<file path="src/cuc_pkg.sv">
// package: constants and carrier types for the cascadable up/down counter
`default_nettype none
package cuc_pkg;
    // ------------------------------------------------------------
    // widths and encodings
    // ------------------------------------------------------------
    localparam int          CUC_STAGE_W  = 8;
    localparam int          CUC_NSTAGE   = 2;
    localparam int          CUC_BIDIR_W  = CUC_STAGE_W * CUC_NSTAGE;
    localparam int          CUC_UNI_W    = 9;
    localparam int          CUC_UNI_N    = 3;
    localparam int          CUC_UNI_TOT  = CUC_UNI_W * CUC_UNI_N;
    localparam int          CUC_NSRC     = 2;
    localparam logic [1:0]  CUC_SEL_CLR  = 2'h0;
    localparam logic [1:0]  CUC_SEL_CNT  = 2'h1;
    localparam logic [1:0]  CUC_SEL_LD   = 2'h2;
    localparam logic [1:0]  CUC_SEL_HOLD = 2'h3;
    localparam logic [CUC_BIDIR_W-1:0] CUC_BIDIR_RST = 16'h0000;
    localparam logic [CUC_UNI_TOT-1:0] CUC_UNI_RST   = 27'h0000000;
    localparam logic [CUC_NSTAGE-1:0]  CUC_DTC_RST   = 2'h3;

    // ------------------------------------------------------------
    // carrier types
    // ------------------------------------------------------------
    typedef struct packed {
        logic [1:0] func_sel;
        logic       up_count_enable;
        logic       down_count_enable;
    } cuc_ctrl_t;

    typedef struct packed {
        logic [CUC_NSTAGE-1:0] serial_carry_up_out;
        logic [CUC_NSTAGE-1:0] serial_carry_down_out;
    } cuc_carry_t;
endpackage : cuc_pkg
`default_nettype wire

</file>
<file path="src/cuc_counter.sv">
// module: bidirectional cascadable counter plus 27-bit three-stage up counter
// Function
// select 00 clears the count on the next edge, enables ignored
// select 01 with only up enable increments; no enable holds
// select 01 with only down enable decrements; both enables hold
// select 10 loads parallel data; select 11 holds; enables ignored
// each stage has eight bits plus a registered down-carry lookahead
// each stage gives up and down serial carries enabling the next stage
// stage enables formed in parallel as wide ANDs, not rippled
// longest path, first stage carry to last enable, fixed with length
// 27-bit loadable up counter split into three nine-bit stages
// second nine-bit stage counts when enabled and first stage all ones
// third nine-bit stage counts when enabled and lower stages all ones
// stage gives up terminal count all ones, down terminal count all zeros
// down terminal count registered, set on the edge reaching zero
// on load, down terminal count flag set from loaded value
// load forces current-count feedback low; data alone sets next value
// several selectable load sources, one load term each
// all state changes on rising edge of one clock only; the code also loads its reset values asynchronously on rising rst
// counting wraps modulo two to the width
// surrounding logic keeps inputs synchronous and wires carries onward
`default_nettype none
module cuc_counter
    import cuc_pkg::*;
(
    // clock and reset
    input  wire logic                      sys_clk,
    input  wire logic                      rst,
    // bidirectional counter controls
    input  wire cuc_ctrl_t                 ctrl,
    input  wire logic [CUC_NSRC-1:0]       load_src_sel,
    input  wire logic [CUC_BIDIR_W-1:0]    load_data_a,
    input  wire logic [CUC_BIDIR_W-1:0]    load_data_b,
    // unidirectional counter controls
    input  wire logic                      uni_load,
    input  wire logic                      uni_count,
    input  wire logic [CUC_UNI_TOT-1:0]    uni_data,
    // outputs
    output logic [CUC_BIDIR_W-1:0]         count_q,
    output logic [CUC_NSTAGE-1:0]          down_carry_lookahead_reg,
    output cuc_carry_t                     carry_q,
    output logic [CUC_UNI_TOT-1:0]         uni_count_q,
    output logic                           stage_two_enable,
    output logic                           stage_three_enable
);
    // ------------------------------------------------------------
    // bidirectional counter
    // ------------------------------------------------------------
    logic [CUC_BIDIR_W-1:0] count_d;
    logic [CUC_NSTAGE-1:0]  dtc_d;
    cuc_carry_t             carry_d;
    logic [CUC_NSTAGE-1:0]  uptc;
    logic [CUC_NSTAGE-1:0]  dtc_next;
    logic [CUC_NSTAGE-1:0]  up_en;
    logic [CUC_NSTAGE-1:0]  dn_en;
    logic [CUC_BIDIR_W-1:0] load_val;
    logic                   is_load;
    logic                   go_up;
    logic                   go_dn;
    logic [CUC_NSTAGE-1:0]  uptc_nx;
    logic [CUC_NSTAGE-1:0]  up_carry_nx;
    logic [CUC_NSTAGE-1:0]  dn_carry_nx;

    assign is_load = (ctrl.func_sel == CUC_SEL_LD);
    assign go_up   = (ctrl.func_sel == CUC_SEL_CNT) && ctrl.up_count_enable
                     && !ctrl.down_count_enable;
    assign go_dn   = (ctrl.func_sel == CUC_SEL_CNT) && !ctrl.up_count_enable
                     && ctrl.down_count_enable;

    always_comb begin
        // one load term per source, or-combined
        load_val = '0;
        if (load_src_sel[0]) begin
            load_val = load_val | load_data_a;
        end
        if (load_src_sel[1]) begin
            load_val = load_val | load_data_b;
        end
    end

    genvar gs;
    generate
        for (gs = 0; gs < CUC_NSTAGE; gs++) begin : g_stage
            logic [CUC_STAGE_W-1:0] seg;
            logic [CUC_STAGE_W-1:0] fb;
            logic [CUC_STAGE_W-1:0] ld;
            assign seg = count_q[gs*CUC_STAGE_W +: CUC_STAGE_W];
            assign ld  = load_val[gs*CUC_STAGE_W +: CUC_STAGE_W];
            assign fb  = seg & {CUC_STAGE_W{!is_load}};
            assign uptc[gs] = &seg;
            // wide and of all lower terminal counts, no ripple
            if (gs == 0) begin : g_first
                assign up_en[gs] = go_up;
                assign dn_en[gs] = go_dn;
            end else begin : g_rest
                assign up_en[gs] = go_up && (&uptc[gs-1:0]);
                assign dn_en[gs] = go_dn && (&down_carry_lookahead_reg[gs-1:0]);
            end
            always_comb begin
                if (ctrl.func_sel == CUC_SEL_CLR) begin
                    count_d[gs*CUC_STAGE_W +: CUC_STAGE_W] = '0;
                    dtc_next[gs] = 1'b1;
                end else if (is_load) begin
                    count_d[gs*CUC_STAGE_W +: CUC_STAGE_W] = fb | ld;
                    dtc_next[gs] = (ld == '0);
                end else if (up_en[gs]) begin
                    count_d[gs*CUC_STAGE_W +: CUC_STAGE_W] = fb + 8'h01;
                    dtc_next[gs] = (fb == 8'hff);
                end else if (dn_en[gs]) begin
                    count_d[gs*CUC_STAGE_W +: CUC_STAGE_W] = fb - 8'h01;
                    dtc_next[gs] = (fb == 8'h01);
                end else begin
                    count_d[gs*CUC_STAGE_W +: CUC_STAGE_W] = fb;
                    dtc_next[gs] = down_carry_lookahead_reg[gs];
                end
                dtc_d[gs] = dtc_next[gs];
            end
            // carries: this stage and all below at terminal count after the edge
            assign up_carry_nx[gs] = &uptc_nx[gs:0];
            assign dn_carry_nx[gs] = &dtc_d[gs:0];
        end
    endgenerate

    // next-cycle up terminal counts for registered carry outputs
    always_comb begin
        for (int i = 0; i < CUC_NSTAGE; i++) begin
            uptc_nx[i] = &count_d[i*CUC_STAGE_W +: CUC_STAGE_W];
        end
    end

    always_comb begin
        carry_d.serial_carry_up_out   = up_carry_nx;
        carry_d.serial_carry_down_out = dn_carry_nx;
    end

    always_ff @(posedge sys_clk or posedge rst) begin
        if (rst) begin
            count_q                  <= CUC_BIDIR_RST;
            down_carry_lookahead_reg <= CUC_DTC_RST;
            carry_q                  <= '0;
        end else begin
            count_q                  <= count_d;
            down_carry_lookahead_reg <= dtc_d;
            carry_q                  <= carry_d;
        end
    end

    // ------------------------------------------------------------
    // unidirectional 27-bit up counter
    // ------------------------------------------------------------
    logic [CUC_UNI_TOT-1:0] uni_d;
    logic [CUC_UNI_N-1:0]   uni_en;
    logic [CUC_UNI_N-1:0]   uni_full;
    logic                   en2_d;
    logic                   en3_d;

    genvar gu;
    generate
        for (gu = 0; gu < CUC_UNI_N; gu++) begin : g_uni
            logic [CUC_UNI_W-1:0] useg;
            logic [CUC_UNI_W-1:0] ufb;
            assign useg = uni_count_q[gu*CUC_UNI_W +: CUC_UNI_W];
            assign ufb  = useg & {CUC_UNI_W{!uni_load}};
            assign uni_full[gu] = &useg;
            if (gu == 0) begin : g_u0
                assign uni_en[gu] = uni_count;
            end else begin : g_un
                assign uni_en[gu] = uni_count && (&uni_full[gu-1:0]);
            end
            always_comb begin
                if (uni_load) begin
                    uni_d[gu*CUC_UNI_W +: CUC_UNI_W] = ufb | uni_data[gu*CUC_UNI_W +: CUC_UNI_W];
                end else if (uni_en[gu]) begin
                    uni_d[gu*CUC_UNI_W +: CUC_UNI_W] = ufb + 9'h001;
                end else begin
                    uni_d[gu*CUC_UNI_W +: CUC_UNI_W] = ufb;
                end
            end
        end
    endgenerate

    always_comb begin
        en2_d = uni_count && (&uni_d[CUC_UNI_W-1:0]);
        en3_d = uni_count && (&uni_d[2*CUC_UNI_W-1:0]);
    end

    always_ff @(posedge sys_clk or posedge rst) begin
        if (rst) begin
            uni_count_q        <= CUC_UNI_RST;
            stage_two_enable   <= 1'b0;
            stage_three_enable <= 1'b0;
        end else begin
            uni_count_q        <= uni_d;
            stage_two_enable   <= en2_d;
            stage_three_enable <= en3_d;
        end
    end
endmodule : cuc_counter
`default_nettype wire

</file>
<file path="config.mk">
export PLATFORM = sky130hd
export DESIGN_NAME = cuc_counter
export DESIGN_NICKNAME = d
export VERILOG_FILES = /design/src/cuc_pkg.sv /design/src/cuc_counter.sv
export SDC_FILE = /design/constraint.sdc
export NUM_CORES = 1
export LEC_CHECK = 0
export ABC_CLOCK_PERIOD_IN_PS = 3500
export BUFFER_PORTS_ARGS = -buffer_cell sky130_fd_sc_hd__buf_4
export CAP_MARGIN = 15
export CORE_MARGIN = 4
export CORE_UTILIZATION = 45
export CTS_CLUSTER_SIZE = 28
export DETAILED_ROUTE_END_ITERATION = 8
export HOLD_SLACK_MARGIN = 0.12
export PLACE_DENSITY = 0.8
export SYNTH_ARGS = -nofsm -noshare
export SYNTH_HDL_FRONTEND = slang
export SYNTH_SLANG_ARGS = --single-unit
</file>
<file path="constraint.sdc">
create_clock -name sys_clk -period 3.5 [get_ports sys_clk]
set_input_delay 0.35 -clock sys_clk [delete_from_list [all_inputs] [get_ports sys_clk]]
set_output_delay 0.35 -clock sys_clk [all_outputs]
set_load 0.01 [all_outputs]
</file>
==> metrics.md <==
| Metric | Value |
|---|---|
| Clk slew on worst S/H paths | ~0.090 ns |
| GRT Total Usage | 0.2101 |
| Area of the multi-input gates | approximately 2100 um^2 |
| Reg area | between 1000 and 1500 um^2 |
| Syn-to-layout area delta | 28.98% |
| Most frequent cell after synthesis | nand2_1 |
| Starting Density | 0.4600 |
| Number of synthesized flops with an enable pin | 0 |
| Met1 usage | 0.2672 |
| Sequential share of the synthesized area | 0.3616 |
| WL final | roughly 9900 um |
| Number of inserted diodes | 0 |
| Clock latency on the worst-skew pair | around 0.30 ns |
| Ys Warns | 0 |
| Placeable Area | roughly 7700 um^2 |
| DRC | 0 |
| Vert. Die Dim | just under 100 um |
| Count of final setup violators | 0 |
| Post-Syn Area per Cell | slightly below 9 um^2 |
| CP startpoint kind | flop |
| Commonest cells post-synth | 61 x nand2_1, 49 x dfrtp_1, 28 x o21ai_0 |
| Syn Std Cell Area | between 3000 and 4000 um^2 |
| Critical path origin | down_carry_lookahead_reg[0] |
| CTS H-tree depth | 2 |
| Cts repair resizes | 0 |
| Worst r2r src | down_carry_lookahead_reg[0] |
| Via density | roughly 5.7 |
| Post-synth net total | ~490 |
| Hold Path Origin | uni_data[24] |
| Met2 GRT Util | 0.3567 |
| Longest Clk Path Bufs | 2 |
| Net count, final | ~590 |
| Grt met3 use | 0.04614 |
| Fin crit period | between 2 and 2.5 ns |
| Fillers | 715 |
| Starting DRT DRC Count | roughly 150 |
| Synth unique cells | between 60 and 70 |
| GR peak layer | met2 |
| Initial antenna violation count | 0 |
| Dpl hpwl | 7683 um |
| Top reg by flops | uni_count_q |
| Seq cells post-synth | 51 |
| Crit end category | flop |
| Flip-flop cell with the highest count after synthesis | dfrtp_1 |
| ANT nets after route | 0 |
| Top cell type's share of synthesized area | 0.3468 |
| DRT Pass-1 Iters | 4 |
| Num Clock Sinks | 51 |
| RD Place Congestion | 0.9077 |
| Largest register FFs | 27 |
| VDD IR max | roughly 0.00014 V |
| FMAX | 0.4043 GHz |
| CP arrival | ~2.7 ns |
| Final Hold Fails | 0 |
| Critical path required time | between 3 and 4 ns |
| IO Count | 120 |
| Slew @ Worst Pin | ~0.65 ns |
| Worst reg-to-reg setup slack | 1.03 ns |
| Hold Crit Class | primary input to flop |
| Final period util | 0.7066 |
| Pin count of the biggest net entering global routing | 63 |
| Top post-synthesis cells by area | dfrtp_1 35%, nand2_1 6.5%, o21ai_0 4.0% |
| Outcome | finished clean |
| Via count of the first global-routing pass | around 3.5k |
| Worst Setup Path Type | flop to flop |
| Setup TNS | 0 ns |
| Asr flop ratio synth | 1.000 |
| CTS tree | built |
| Share of cells above drive strength 1 | 0.2988 |
| Number of buffers created by CTS | 5 |
| Port bufs | between 100 and 150 |
| Crit-path max FO | 7 |
| Synth Instances | about 400 |
| Via count | 3,494 |
| P_leak | 2.012 nW |
| Max Slew Vio Count | 0 |
| Avg WL per Cell | roughly 16 um |
| Post-CTS Setup Inserts | 0 |
| Full die area | 9339 um^2 |
| Remaining global-route overflow | 0 |
| Largest regs | uni_count_q: 27 flops, count_q: 16 flops, carry_q: 4 flops |
| Die Width | slightly below 100 um |
| Clock Skew | about 0.0086 ns |
| Maxcap violations | 0 |
| Root Driver | clkbuf_8 |
| Overall power | 1.501 mW |
| Relative slew slack | 0.5674 |
| First-pass GRT wire length | about 17,000 um |
| RSZ-0062 raised after global routing | false |
| P per Cell Area | 329.1 nW/um^2 |
| Final Util | 0.5933 |
| Rows | 32 |
| Largest area contributor in the netlist | dfrtp_1 |
placed cells by master, fill, tap and decap left out, drive strengths merged, types with 10 or more instances in the layout:
cell type	instances
buf	121
nand2	62
dfrtp	49
o21ai	38
nand3	24
nor2	22
a22oi	18
nand4	17
xnor2	14
xor2	14
nor2b	10
kinds of logic (layout without fill, tap and decap cells):
kind of cell               Yosys count  after routing  share of synthesized area
DFF                                 51             51                     0.3616
adders and majority gates            9              9                    0.03185
muxes                                8              8                    0.02300
xor gates and xnor gates            28             28                    0.06936
AOI/OAI and AO/OA                   88             88                     0.1653
buffers and inverters               34            139                    0.04423
and+or+nand+nor                    189            189                     0.3047
timing repair:
action / in CTS / in global routing
hold buffers: 0 / 1
endpoints found under the setup margin: 0 / 0
endpoints found under the hold margin: 0 / 6
per-layer routing:
| layer | part of all wire | routed length, um |
|---|---|---|
| met1 | 0.42 | 4105 |
| met2 | 0.49 | 4876 |
| met3 | 0.068 | 674 |
| met4 | 0.022 | 220 |
| met5 | 0 | 0 |
where the power goes:
| part | switching [mW] | internal, mW |
|---|---|---|
| combinational | 0.211 | 0.214 |
| clock | 0.201 | 0.140 |
| sequential | 0.0915 | 0.645 |
| total | 0.503 | 0.998 |
final timing paths:
| kind | to | cells after the start |
|---|---|---|
| min in group asynchronous | count_q[4] | 3 |
| hold reg to reg | uni_count_q[20] | 2 |
| max in group asynchronous | down_carry_lookahead_reg[1] | 4 |
| setup / recovery | carry_q[3] | 7 |
| hold / removal | uni_count_q[24] | 3 |
| setup reg to reg | carry_q[3] | 7 |
worst max-delay path: stages, from the launching register on:
cell and delay, ns:
dfstp_2 0.61, nor4b_1 0.55, nand2_1 0.22, or3_1 0.36, nand4_1 0.15, nand3_1 0.09, and4b_1 0.24, and4_1 0.19
per-stage QoR:
stage,instance area [um^2],std cells,hold WS [ns],setup WS (ns)
CTS,4531,612,0.2453,1.032
floorplan,3536,407,0.4667,0.6033
finish,4561,614,0.2572,1.027
global route,4561,614,0.2446,0.8619
detailed placement,4442,604,0.5661,0.7803
global placement,4442,604,0.5610,0.8467
area by class of cell:
cell class | count | share of cell area
clock buffer | 5 | 0.01509
clock inverter | 3 | 0.004390
inverter | 9 | 0.007407
multi-input combinational | 322 | 0.4606
sequential | 51 | 0.2804
tap | 102 | 0.02798
timing repair buffer | 122 | 0.2041
No activity file was read; power rests on OpenSTA's default activity.
